`src/common/adfe_pkg.sv`:
```
// package of constants and types for the audio converter front end
package adfe_pkg;
  // register offsets on the plain register port
  localparam logic [2:0] OFS_CONTROL = 3'h0;
  localparam logic [2:0] OFS_STATUS  = 3'h1;
  localparam logic [2:0] OFS_DEFAULT = 3'h2;
  localparam logic [2:0] OFS_LEFT    = 3'h3;
  localparam logic [2:0] OFS_RIGHT   = 3'h4;
  // control fields
  localparam int CTL_ENABLE_BIT = 15;
  localparam int CTL_SIDL_BIT   = 13;
  localparam int CTL_AMPLIFIER_KEEP_ON_BIT_BIT  = 12;
  localparam int CTL_SIGN_MODE_SELECT_BIT   = 8;
  localparam int CTL_DIV_LSB    = 0;
  localparam int CTL_DIV_WIDTH  = 7;
  localparam logic [15:0] CTL_WRITE_MASK = 16'hB17F;
  localparam logic [15:0] CTL_RESET      = 16'h0005;
  // status fields
  localparam int ST_LEFT_OUTPUT_ENABLE_BIT   = 15;
  localparam int ST_LEFT_MIDPOINT_OUTPUT_ENABLE_BIT = 13;
  localparam int ST_LEFT_INTERRUPT_CONDITION_BIT = 10;
  localparam int ST_LEFT_FIFO_FULL_FLAG_BIT  = 9;
  localparam int ST_LEFT_FIFO_EMPTY_FLAG_BIT = 8;
  localparam int ST_RIGHT_OUTPUT_ENABLE_BIT   = 7;
  localparam int ST_RIGHT_MIDPOINT_OUTPUT_ENABLE_BIT = 5;
  localparam int ST_RIGHT_INTERRUPT_CONDITION_BIT = 2;
  localparam int ST_RIGHT_FIFO_FULL_FLAG_BIT  = 1;
  localparam int ST_RIGHT_FIFO_EMPTY_FLAG_BIT = 0;
  localparam logic [15:0] ST_WRITE_MASK = 16'hA4A4;
  localparam logic [15:0] ST_RESET      = 16'h0000;
  localparam logic [15:0] DEFAULT_RESET = 16'h0000;
  // datapath constants
  localparam int FIFO_DEPTH    = 4;
  localparam int OSR           = 256;
  localparam int SAMPLE_WIDTH  = 16;
  // one channel's converter outputs
  typedef struct packed {
    logic bitPos;
    logic bitNeg;
    logic enPos;
    logic enNeg;
    logic enMid;
  } adfe_chan_out_type;
  typedef enum logic [1:0] {
    ST_IDLE,
    ST_RUN,
    ST_HALT
  } adfe_state_type;
endpackage

```
`src/logic/adfe_front_end.sv`:
```
// audio converter front end: registers, fifos, interpolator, modulator
`timescale 1ns/100ps
// Operation
// - each channel has its own four-entry input fifo
// - empty fifo at sample time makes the default sample used instead
// - interpolator up-samples the stream by 256
// - interpolator drives modulator, whose bit stream leaves for the filter
// - control bit 8 picks signed when set, unsigned when clear
// - unsigned codes: FFFF top, 8000 midpoint, 0000 minimum
// - signed codes: 7FFF top, 0000 midpoint, 8000 minimum
// - converter clock comes from auxiliary clock via integer divider
// - 7-bit divider divides by field plus one, reset divides by six
// - one sample per channel consumed every 256 converter clocks
// - status bits 15 and 7 enable each channel's outputs
// - interrupt type bits pick empty or not-full condition
// - read-only full and empty flags show each fifo's state
// - left and right ports push 16-bit samples into their fifos
// - modulator is a second-order digital design
module adfe_front_end
  import adfe_pkg::*;
#(
  parameter int DEPTH = FIFO_DEPTH,
  parameter int WIDTH = SAMPLE_WIDTH
) (
  input  wire logic              ref_clk,
  input  wire logic              reset_n,
  input  wire logic              auxClkEn,
  input  wire logic              cpuIdle,
  input  wire logic [2:0]        regAddr,
  input  wire logic [15:0]       regWrData,
  input  wire logic              regWrite,
  input  wire logic              regRead,
  output logic      [15:0]       regRdData,
  output adfe_chan_out_type      leftOut,
  output adfe_chan_out_type      rightOut,
  output logic                   ampKeepOn,
  output logic                   leftIrq,
  output logic                   rightIrq,
  output logic                   sampleStrobe
);
  localparam int PW = $clog2(DEPTH);

  initial begin
    if (DEPTH != 4 || WIDTH != 16) begin
      $error("adfe_front_end: only 4 deep, 16 bit samples supported");
    end
  end

  logic [15:0] converterControl;
  logic [15:0] statusWritable;
  logic [15:0] defaultSample;
  logic [6:0]  divCount;
  logic [7:0]  osrCount;
  logic [15:0] statusRead;
  adfe_state_type state;
  adfe_state_type next_state;

  // register decode
  wire selControl = regAddr == OFS_CONTROL;
  wire selStatus  = regAddr == OFS_STATUS;
  wire selDefault = regAddr == OFS_DEFAULT;
  wire selLeft    = regAddr == OFS_LEFT;
  wire selRight   = regAddr == OFS_RIGHT;

  wire moduleEnable = converterControl[CTL_ENABLE_BIT];
  wire stopInIdle   = converterControl[CTL_SIDL_BIT];
  wire signMode     = converterControl[CTL_SIGN_MODE_SELECT_BIT];
  wire [6:0] divField = converterControl[CTL_DIV_LSB +: CTL_DIV_WIDTH];

  assign ampKeepOn = converterControl[CTL_AMPLIFIER_KEEP_ON_BIT_BIT];

  // divider: counts auxiliary clock enables, wraps at field value
  wire divWrap = auxClkEn && (divCount == divField);
  wire running = state == ST_RUN;
  wire convTick = running && divWrap;
  wire sampleTick = convTick && (osrCount == 8'hFF);

  // halt keeps the counters, so the sample grid resumes where it stopped
  wire haltRequest = stopInIdle && cpuIdle;

  always_comb begin
    next_state = state;
    unique case (state)
      ST_IDLE: begin
        if (moduleEnable) begin
          next_state = ST_RUN;
        end
      end
      ST_RUN: begin
        if (!moduleEnable) begin
          next_state = ST_IDLE;
        end else if (haltRequest) begin
          next_state = ST_HALT;
        end
      end
      ST_HALT: begin
        if (!moduleEnable) begin
          next_state = ST_IDLE;
        end else if (!haltRequest) begin
          next_state = ST_RUN;
        end
      end
    endcase
  end

  always_ff @(posedge ref_clk) begin
    if (!reset_n) begin
      state <= ST_IDLE;
    end else begin
      state <= next_state;
    end
  end

  always_ff @(posedge ref_clk) begin
    if (!reset_n || state == ST_IDLE) begin
      divCount <= 7'h00;
    end else if (running && auxClkEn) begin
      divCount <= divWrap ? 7'h00 : divCount + 7'h01;
    end
  end

  always_ff @(posedge ref_clk) begin
    if (!reset_n || state == ST_IDLE) begin
      osrCount <= 8'h00;
    end else if (convTick) begin
      osrCount <= osrCount + 8'h01;
    end
  end

  assign sampleStrobe = sampleTick;

  // register writes; masks keep read-only and unused bits at zero
  wire wrControl = regWrite && selControl;
  wire wrStatus  = regWrite && selStatus;
  wire wrDefault = regWrite && selDefault;

  always_ff @(posedge ref_clk) begin
    if (!reset_n) begin
      converterControl <= CTL_RESET;
      statusWritable   <= ST_RESET;
      defaultSample    <= DEFAULT_RESET;
    end else begin
      if (wrControl) converterControl <= regWrData & CTL_WRITE_MASK;
      if (wrStatus)  statusWritable   <= regWrData & ST_WRITE_MASK;
      if (wrDefault) defaultSample    <= regWrData;
    end
  end

  // per-channel fifo, interpolator and modulator
  logic [1:0]  chFull;
  logic [1:0]  chEmpty;
  logic [1:0]  chBit;
  logic [15:0] chLast [2];
  wire  [1:0]  chPush = {regWrite && selRight, regWrite && selLeft};

  genvar ch;
  generate
    for (ch = 0; ch < 2; ch++) begin : gChan
      logic [WIDTH-1:0] mem [DEPTH];
      logic [PW-1:0]    wrPtr;
      logic [PW-1:0]    rdPtr;
      logic [PW:0]      count;
      logic [WIDTH-1:0] held;
      logic signed [17:0] curr;
      logic signed [17:0] prev;
      logic signed [25:0] interp;
      logic signed [31:0] acc1;
      logic signed [31:0] acc2;
      logic             outBit;

      wire full  = count == DEPTH[PW:0];
      wire empty = count == '0;
      wire doPush = chPush[ch] && !full;
      wire doPop  = sampleTick && !empty;
      // pick fifo head, or default sample when drained
      wire [WIDTH-1:0] chosen = empty ? defaultSample : mem[rdPtr];
      // unsigned maps to signed by flipping the top bit
      wire [WIDTH-1:0] asSigned =
        signMode ? chosen : {~chosen[WIDTH-1], chosen[WIDTH-2:0]};
      wire signed [17:0] nextCurr =
        18'(signed'(asSigned));

      always_ff @(posedge ref_clk) begin
        if (!reset_n) begin
          wrPtr <= '0;
          rdPtr <= '0;
          count <= '0;
        end else begin
          if (doPush) begin
            mem[wrPtr] <= regWrData;
            wrPtr <= wrPtr + 1'b1;
          end
          if (doPop) rdPtr <= rdPtr + 1'b1;
          count <= count + (doPush ? 1'b1 : 1'b0) - (doPop ? 1'b1 : 1'b0);
        end
      end

      // linear interpolation: ramp from prev to curr over 256 ticks
      wire signed [25:0] step = 26'(curr - prev);
      always_ff @(posedge ref_clk) begin
        if (!reset_n || state == ST_IDLE) begin
          curr   <= '0;
          prev   <= '0;
          interp <= '0;
          held   <= '0;
        end else if (convTick) begin
          if (sampleTick) begin
            prev   <= curr;
            curr   <= nextCurr;
            held   <= chosen;
            interp <= 26'(curr) <<< 8;
          end else begin
            interp <= interp + step;
          end
        end
      end

      // second-order error feedback loop, one-bit quantiser
      localparam logic signed [31:0] FULLSCALE = 32'sh0200_0000;
      wire signed [31:0] fb = outBit ? FULLSCALE : -FULLSCALE;
      wire signed [31:0] nextAcc1 = acc1 + 32'(interp) - fb;
      wire signed [31:0] nextAcc2 = acc2 + nextAcc1 - fb;
      always_ff @(posedge ref_clk) begin
        if (!reset_n || state == ST_IDLE) begin
          acc1   <= '0;
          acc2   <= '0;
          outBit <= 1'b0;
        end else if (convTick) begin
          acc1   <= nextAcc1;
          acc2   <= nextAcc2;
          outBit <= !nextAcc2[31];
        end
      end

      assign chFull[ch]  = full;
      assign chEmpty[ch] = empty;
      assign chBit[ch]   = outBit;
      assign chLast[ch]  = held;
    end
  endgenerate

  // output enables fall with the datapath so a stopped channel never drives its bit outputs; midpoint enables are not gated by it
  wire leftDrive  = statusWritable[ST_LEFT_OUTPUT_ENABLE_BIT] && running;
  wire rightDrive = statusWritable[ST_RIGHT_OUTPUT_ENABLE_BIT] && running;
  wire leftMid    = statusWritable[ST_LEFT_MIDPOINT_OUTPUT_ENABLE_BIT];
  wire rightMid   = statusWritable[ST_RIGHT_MIDPOINT_OUTPUT_ENABLE_BIT];

  // outputs: modulator bit stream toward the reconstruction filter
  always_ff @(posedge ref_clk) begin
    if (!reset_n) begin
      leftOut  <= '0;
      rightOut <= '0;
    end else begin
      leftOut.bitPos  <= chBit[0];
      leftOut.bitNeg  <= ~chBit[0];
      leftOut.enPos   <= leftDrive;
      leftOut.enNeg   <= leftDrive;
      leftOut.enMid   <= leftMid;
      rightOut.bitPos <= chBit[1];
      rightOut.bitNeg <= ~chBit[1];
      rightOut.enPos  <= rightDrive;
      rightOut.enNeg  <= rightDrive;
      rightOut.enMid  <= rightMid;
    end
  end

  // interrupt condition levels, for an external controller
  assign leftIrq  = statusWritable[ST_LEFT_INTERRUPT_CONDITION_BIT] ? chEmpty[0]
                                                  : !chFull[0];
  assign rightIrq = statusWritable[ST_RIGHT_INTERRUPT_CONDITION_BIT] ? chEmpty[1]
                                                  : !chFull[1];

  always_comb begin
    statusRead = statusWritable;
    statusRead[ST_LEFT_FIFO_FULL_FLAG_BIT]  = chFull[0];
    statusRead[ST_LEFT_FIFO_EMPTY_FLAG_BIT] = chEmpty[0];
    statusRead[ST_RIGHT_FIFO_FULL_FLAG_BIT]  = chFull[1];
    statusRead[ST_RIGHT_FIFO_EMPTY_FLAG_BIT] = chEmpty[1];
  end

  // read data valid only the cycle after the strobe; data ports read
  // back the sample last taken by that channel
  wire [15:0] readMux =
    selControl ? converterControl :
    selStatus  ? statusRead :
    selDefault ? defaultSample :
    selLeft    ? chLast[0] :
    selRight   ? chLast[1] : 16'h0000;

  always_ff @(posedge ref_clk) begin
    if (!reset_n) begin
      regRdData <= 16'h0000;
    end else begin
      regRdData <= regRead ? readMux : 16'h0000;
    end
  end
endmodule

```
`config.mk`:
```
export PLATFORM = sky130hd
export DESIGN_NAME = adfe_front_end
export DESIGN_NICKNAME = d
export VERILOG_FILES = /design/src/common/adfe_pkg.sv /design/src/logic/adfe_front_end.sv
export SDC_FILE = /design/constraint.sdc
export NUM_CORES = 1
export LEC_CHECK = 0
export ABC_AREA = 1
export BUFFER_PORTS_ARGS = -buffer_cell sky130_fd_sc_hd__buf_2
export CAP_MARGIN = 0
export CORE_MARGIN = 1
export CORE_UTILIZATION = 60
export DETAILED_ROUTE_END_ITERATION = 10
export GPL_TIMING_DRIVEN = 1
export PLACE_DENSITY = 0.85
export SETUP_SLACK_MARGIN = 0.02
export SYNTH_ARGS = -nofsm -noshare
export SYNTH_HDL_FRONTEND = slang
export SYNTH_SLANG_ARGS = --single-unit
```
`constraint.sdc`:
```
create_clock -name ref_clk -period 5.75 [get_ports ref_clk]
set_input_delay 0.8625 -clock ref_clk [delete_from_list [all_inputs] [get_ports ref_clk]]
set_output_delay 0.8625 -clock ref_clk [all_outputs]
set_load 0.05 [all_outputs]
```
* Word-level counts from Yosys, hierarchy flattened *
Memories as Yosys holds them, arrays and structs flattened. A register that Yosys moved wholly into a read port is not among the register bits.
Cells that the tools add are included.

storage, ports and cells
  word-level logic and storage cells = 148
  RAM bits = 128
  memories = 2
  output and inout port bits = 30
  input bits = 25
  flip-flop bits (word level) = 366

memory list
  memory        depth  bits a word  read ports  clocked after memory_dff  wr ports  line                   text
  gChan[0].mem  4      16           1           1                         1         adfe_front_end.sv:159  logic [WIDTH-1:0] mem [DEPTH];
  gChan[1].mem  4      16           1           1                         1         adfe_front_end.sv:159

cells by class
  bitwise operators = 5
  reduce and logical (&&, ||, !) cells = 33
  equality and inequality tests = 13
  add/sub/neg operators = 22
  multiplexer cells = 36

operators with widths
  kind                   number
  $mux W16               9
  $sub A32 B32 Y32       4
  $add A32 B26 Y32       2
  $add A32 B32 Y32       2
  $mux W32               2
  $add A26 B17 Y26       2
  $mux W26               2
  $sub A16 B16 Y17       2
  $mux W2                9
  $logic_and A1 B1 Y1    16
  $mux W1                12
  $eq A3 B3 Y1 const B   3
  $logic_not A3 Y1       3
  $add A2 B1 Y2 const B  4
  $add A8 B1 Y8 const B  1
  $eq A8 B8 Y1 const B   1
  $add A7 B1 Y7 const B  1
  $eq A7 B7 Y1           1
  $logic_not A1 Y1       7
  $mux W7                1
  $add A3 B1 Y3          2
  $eq A3 B2 Y1 const B   2
  $pmux W2 S3            1
  $sub A3 B1 Y3          2
  13 further kinds       18

* Logic depth before layout (Yosys ltp) *
Gate-level depths: netlist of run 1.

  depth after elaboration = 7
  mapped depth = 31
  gate-level depth less buffers = 31

* Worst setup path before layout of run 1 *
OpenSTA, ideal clock, no wires.

  path type = reg-to-reg
  from = register gChan[0].outBit
  to = register gChan[0].acc2[31]
  setup time = 0.109 ns
  period minus slack after synthesis = 4.104 ns
  cell stages (with the launch flop) = 24
  arrival = 3.995 ns
  path slack = 1.646 ns
  path buffers = 0
  data required time = 5.641 ns
  cells stage by stage = dfxtp_1 > inv_1 > fa_1 > inv_1 > ha_1 > nand2_1 > nor3_1 > nand2_1 > o211a_1 > nand2_1 > nand2_1 > and2_1 > fa_1 > ha_1 > a21oi_1 > nand2_1 > nor2_1 > nand2_1 > a21oi_1 > inv_1 > nand2_1 > nand3_1 > nand2_1 > inv_1

between the ends
  cells in the longest elaborated chain, start to end = 4

RTL lines
  item                             line                   text
  start: declaration               adfe_front_end.sv:169  logic outBit;
  start signal: assignment         adfe_front_end.sv:231  outBit <= !nextAcc2[31];
  $mux W32                         adfe_front_end.sv:220  wire signed [31:0] fb = outBit ? FULLSCALE : -FULLSCALE;
  named net gChan[0].fb[26]        adfe_front_end.sv:220
  $sub A32 B32 Y32                 adfe_front_end.sv:221  wire signed [31:0] nextAcc1 = acc1 + 32'(interp) - fb;
  named net gChan[0].nextAcc1[30]  adfe_front_end.sv:221
  $add A32 B32 Y32                 adfe_front_end.sv:222  wire signed [31:0] nextAcc2 = acc2 + nextAcc1 - fb;
  $sub A32 B32 Y32                 adfe_front_end.sv:222
  end signal: assignment           adfe_front_end.sv:230  acc2 <= nextAcc2;
  end: declaration                 adfe_front_end.sv:168  logic signed [31:0] acc2;

The timed path passes the listed nets, and every way through them passes these cells.
A chain may end at the register's enable or synchronous reset.

* Final worst setup path of run 1 *
Same ends and word-level chain as after synthesis.

==> metrics, run 1 <==
remaining global-route overflow=0; fin crit share=82.55%; CP Launch Type=flop; clock root buffer=clkbuf_16; CP endpoint kind=flop; Fill cells=4373; R2R cell count=23; # hold bufs at CTS=0; R2R Path Start=gChan[0].outBit$_SDFFE_PP0P_; largest net degree at the start of global routing=77; average size of a mapped cell=7.346 sq um; Layout area overhead=7.790%; Synth Instances=4366; gp weighted congestion=1.033; share of cells above drive strength 1=4.599%; Die Area=54380 sq um; Starting Density=60.91%; sequential share of the synthesized area=33.21%; vias in the first global route=27970; Port Buffers=54; Std-Cell Rows=84; R2R setup slack=1000 ps; deepest clock path buffer count=3; syn_nets=4757; first-pass GRT wire length=142.9 mm; dpl hpwl=65.06 mm; DR pass1 iterations=6; PD cells=201.2 nW/um^2; htree depth=2; Avg WL per Cell=17.53 microns; Global Route Usage Sum=33.08%; Post-synth EDFFs=128; Cell Area, Synth=32070 sq um; top-level I/O count=55; Yosys reg bits=468; Final Hold Vio Count=0; fmax=0.2107 GHz; Die X=233.2 microns; CP Class=reg2reg; Post-CTS Setup Bufs=0; Tmin final=4746 ps; Hold Path Origin=gChan[0].acc1[22]$_SDFFE_PP0P_; Final Slew Violations=0; later-pin clock latency in the skew report=640 ps; crit path to=gChan[0].acc2[31]$_SDFFE_PP0P_; nets=4767; Worst Path Required=6230 ps; TritonCTS clock tree=built; critical path peak fanout=14; Pleak=16.83 nW; core area=52660 sq um; cts bufs inserted=52; worst hold path type=reg2reg; synth warn=0; ys flop type=dfxtp_1; CTS clock-pin slew for the worst setup and hold paths=60 ps; Antenna Violating Nets Remaining=0; initial antenna violation count=2; Resized cells post-CTS=0; 1st-iter DRT viols=2795; critical path launch point=gChan[0].outBit$_SDFFE_PP0P_; Die H=233.2 microns; worst path arrival time=5230 ps; Critical R2R Capture=gChan[0].acc2[31]$_SDFFE_PP0P_; WL final=89.46 mm; DRC viols=0; MaxCap Viol Count=0; via count=29110; Slew headroom=26.59%; Final setup viols=0; peak supply drop=241.3 uV; setup TNS=0 ps; Slew @ Worst Pin=1100 ps; Fin Hold WS=450.8 ps; RSZ-0062 raised after global routing=false; Distinct cells, synth=51; Post-synth ARST share=0%; status=finished clean; clk_skew=62.63 ps; routed vias/inst=5.704; Num Clock Sinks=468
cell type report:
cell class              instances  area, sq um  share of cell area (%)
flip-flops and latches        468        10650                   30.81
inverters                     851         3194                   9.240
multi-input cells            2925        17690                   51.17
repair buffers                 78        462.9                   1.339
diodes                          2        5.005                 0.01448
clock buffers                  71         1483                   4.289
well taps                     688        860.8                   2.490
clock inverters                21        226.5                  0.6551
critical path, stage by stage, from the launching register on:
cell	delay, ps
dfxtp_1	780
inv_1	200
fa_1	530
inv_1	40
ha_1	370
nand2_1	100
nor3_1	200
nand2_1	100
o211a_1	250
nand2_1	70
nand2_1	70
and2_1	160
fa_1	450
ha_1	350
a21oi_1	160
nand2_1	70
nor2_1	100
nand2_1	60
a21oi_1	230
inv_1	70
nand2_1	80
nand3_1	70
nand2_1	100
inv_1	40
through the flow:
step	std cells	util, %	setup slack (ps)	total power, mW	area (sq um)
2_1_floorplan	4366	-	1646	3.555	32070
3_3_place_gp	5010	62.40	1143	3.627	32860
3_5_place_dp	5010	62.40	1053	3.631	32860
4_1_cts	5102	65.65	1038	6.972	34570
5_1_grt	5103	65.65	573.6	7.109	34570
6_report	5104	65.66	1004	6.956	34570
Yosys cell counts (40+ instances only):
cell        n  area (sq um)
a21oi_1   535          2678
clkbuf_1   71         266.5
dfxtp_1   340          6807
edfxtp_1  128          3844
fa_1       72          1441
ha_1      294          3679
inv_1     844          3168
nand2_1   782          2935
nand3_1   155         775.7
nor2_1    334          1254
o21ai_0   255          1276
o21ai_1    42         210.2
o22ai_1    40         250.2
xnor2_1    46         402.9
xor2_1     72         630.6
where the power goes:
part | leakage, nW | internal [mW] | switching, mW | total (mW)
Sequential | 3.89 | 3.40 | 0.0142 | 3.41
Clock | 0.838 | 1.94 | 1.44 | 3.39
Combinational | 12.1 | 0.0337 | 0.125 | 0.158
cell families (layout without fill, tap and decap cells):
group | count (synthesis) | after routing | share of synthesized area, %
compound gates | 1041 | 1041 | 17.84
other cells | 0 | 2 | 0
flops | 468 | 468 | 33.21
xor+xnor | 118 | 118 | 3.222
buf+inv | 973 | 1021 | 11.75
fa+ha+maj | 366 | 366 | 15.96
simple gates | 1400 | 1400 | 18.02
layer usage:
layer,up-vias,track usage [%],wire (microns)
li1,14290,-,-
met1,13360,42.70,37220
met2,1262,53.96,40210
met3,206,6.824,8803
met4,0,13.21,3220
met5,-,0,0
sequential cells by signal (all words and copies together) (netlist names), 8 cells and up, named ones only:
name,flops
gChan.mem,128
converterControl,11
gChan.acc2,64
osrCount,8
gChan.interp,52
gChan.held,32
defaultSample,16
gChan.prev,32
regRdData,16
gChan.acc1,64
worst min-delay path by stage:
stage | end | slack (ps) | cells past startpoint
after floorplan | leftOut[0]$_SDFF_PN0_ | 420 | 2
after global placement | gChan[0].acc1[22]$_SDFFE_PP0P_ | 440 | 2
after detailed placement | gChan[0].acc2[26]$_SDFFE_PP0P_ | 440 | 2
after CTS | leftOut[0]$_SDFF_PN0_ | 450 | 2
after global routing | gChan[1].acc2[4]$_SDFFE_PP0P_ | 470 | 2
final | gChan[0].acc1[22]$_SDFFE_PP0P_ | 450 | 2
layout by cell type (no fill, tap or decap), types with 7 or more instances in the layout:
| cell | n |
|---|---|
| buf_2 | 54 |
| nand4_1 | 34 |
| a21boi_0 | 10 |
| xnor2_1 | 46 |
| nand3_1 | 155 |
| dfxtp_1 | 340 |
| nand2_1 | 781 |
| a21oi_1 | 535 |
| xor2_1 | 72 |
| edfxtp_1 | 128 |
| a31oi_1 | 17 |
| inv_2 | 7 |
| nor3_1 | 39 |
| clkbuf_1 | 9 |
| a211oi_1 | 24 |
| o211ai_1 | 10 |
| nor2_2 | 8 |
| o21bai_1 | 24 |
| clkinv_1 | 7 |
| o21ai_1 | 42 |
| nand3b_1 | 15 |
| or2_2 | 18 |
| nor2_1 | 325 |
| a221oi_1 | 21 |
| inv_1 | 843 |
| a21o_1 | 26 |
| ha_1 | 294 |
| o21ai_0 | 255 |
| o22ai_1 | 40 |
| buf_4 | 23 |
| o21a_1 | 14 |
| fa_1 | 72 |
| clkbuf_16 | 54 |
Power figures use the tool's default switching activity.
==> run 2, diff against run 1 <==
==> constraint.sdc (replaced) <==
create_clock -name ref_clk -period 4.65 [get_ports ref_clk]
set_input_delay 0.6975 -clock ref_clk [delete_from_list [all_inputs] [get_ports ref_clk]]
set_output_delay 0.6975 -clock ref_clk [all_outputs]
set_load 0.05 [all_outputs]
==> metrics, run 2 (same netlist as run 1, synthesis figures left out) <==
Worst Path Required=5170 ps; critical path peak fanout=7; fraction of power consumed by sequential logic=48.2%; CTS clock-pin slew for the worst setup and hold paths=60 ps; most frequent cells in the layout=843 x inv_1, 779 x nand2_1, 527 x a21oi_1, 340 x dfxtp_1, 330 x nor2_1; R2R cell count=23; Tmin final=4366 ps; fmax=0.2290 GHz; met3 wire length=9.312 mm; crit path cell chain=inv_1 -> ha_1 -> inv_1 -> ha_1 -> a21oi_1 -> o21ai_0 -> buf_4 -> a21oi_2 -> o21bai_1 -> nand4_1 -> nand2_1 -> xor2_1 -> fa_1 -> inv_1 -> ha_1 -> a21oi_1 -> nand2_1 -> a21oi_1 -> nand2_1 -> a21oi_1 -> nand3_1 -> nand4_1 -> nand2_1; Slew @ Worst Pin=945.2 ps; initial antenna violation count=2; WL final=90.15 mm; fin crit share=93.89%; placed instance area=33030 sq um; Antenna Violating Nets Remaining=0; DR pass1 iterations=9; # hold bufs at CTS=0; Std-Cell Rows=84; design internal power=6.812 mW; largest net degree at the start of global routing=110; max layer used=met4; final design area excluding fillers=34920 sq um; Die Area=54380 sq um; Die H=233.2 microns; peak supply drop=286.4 uV; later-pin clock latency in the skew report=640 ps; dpl hpwl=66.30 mm; nets=4791; slowest stage delay, CP=510 ps; setup TNS=0 ps; clock root buffer=clkbuf_16; register with the highest flop count=gChan.mem; CP Class=reg2reg; sw frac=22.24%; Fin Hold WS=343.5 ps; Post-Route Utilization=66.32%; 1st-iter DRT viols=2705; CP Launch Type=flop; Post-Route M1 WL=37.11 mm; Logic pwr share=2.2%; routed vias/inst=5.721; clk_skew=53.54 ps; TritonCTS clock tree=built; Final Hold Vio Count=0; top-level I/O count=55; power share of the clock group=49.6%; remaining global-route overflow=0; PD cells=250.9 nW/um^2; Final setup viols=0; Num Clock Sinks=468; vias in the first global route=27990; deepest clock path buffer count=3; first-pass GRT wire length=143.5 mm; CP endpoint kind=flop; core area=52660 sq um; slowest CP cell=fa_1; share of cells above drive strength 1=5.584%; gp weighted congestion=0.9956; Largest register FFs=128; via count=29350; cts bufs inserted=52; commonest non-fill, non-tap cell in the layout=inv_1; worst hold path type=in2reg; sw power=1.948 mW; Layout area overhead=8.883%; Global Route Usage Sum=33.25%; Final Slew Violations=0; Largest regs=gChan.mem x128, gChan.acc1 x64, gChan.acc2 x64; setup slack at placement=244.4 ps; total power draw=8.760 mW; Final Instance Count excl. Fillers=5130; Cells on Worst Hold Path=3; Slew headroom=36.99%; Die X=233.2 microns; Starting Density=60.91%; routed wl met2=40.51 mm; Port Buffers=54; Inst Count DP=5033; DRC viols=0; status=finished clean; Avg WL per Cell=17.57 microns; slack of the critical path=284.1 ps; MaxCap Viol Count=0; htree depth=2; Pleak=17.00 nW; worst path arrival time=4890 ps
## run 2: cell count changes in the layout (fill, tap and decap cells not counted), sizes merged, moves of 2 or more
cell	change
buf	+24
bufinv	+4
clkbuf	-2
clkinvlp	+3
## run 2: path summary, 6_finish.rpt
check / startpoint / end / slack (ps)
worst min-delay path: cpuIdle / state[1]$_SDFFE_PN0P_ / 340
worst max-delay path: gChan[1].interp[3]$_SDFFE_PP0P_ / gChan[1].outBit$_SDFFE_PP0P_ / 280
worst max register to register: gChan[1].interp[3]$_SDFFE_PP0P_ / gChan[1].outBit$_SDFFE_PP0P_ / 280
worst min register to register: gChan[0].acc1[22]$_SDFFE_PP0P_ / gChan[0].acc1[22]$_SDFFE_PP0P_ / 450
## run 2: repair_timing
item                                    CTS  global route
hold endpoints to repair                  0             0
resized for setup                         0            22
endpoints found under the setup margin    0            22
setup buffers                             0             1
## run 2: routing by layer
metal / vias up / GRT usage (%)
met5: - / 0
li1: 14310 / -
met2: 1298 / 53.91
met1: 13530 / 43.10
met4: 0 / 12.99
met3: 212 / 7.166
## run 2: power by group through the flow
stage	Sequential, mW	Combinational, mW	Clock [mW]
floorplan	4.31	0.0873	0
global placement	4.30	0.181	0
detailed placement	4.31	0.184	0
CTS	4.22	0.187	4.38
global route	4.22	0.204	4.55
finish	4.22	0.196	4.35
## run 2: cell type report
type / instances / area (sq um)
multi-input cells: 2925 / 17760
fillers: 4421 / 17730
flip-flops and latches: 468 / 10650
inverters: 851 / 3194
clock buffers: 69 / 1435
well taps: 688 / 860.8
repair buffers: 102 / 655.6
clock inverters: 26 / 361.6
diodes: 1 / 2.502
## run 2: critical path: cells and delay by family, from the launching register on
family	cells	cell delay (ps)
adders and majority gates	4	1480
AOI/OAI and AO/OA	7	1240
and+or+nand+nor	7	730
buffers and inverters	4	330
DFF	1	320
xor gates and xnor gates	1	170
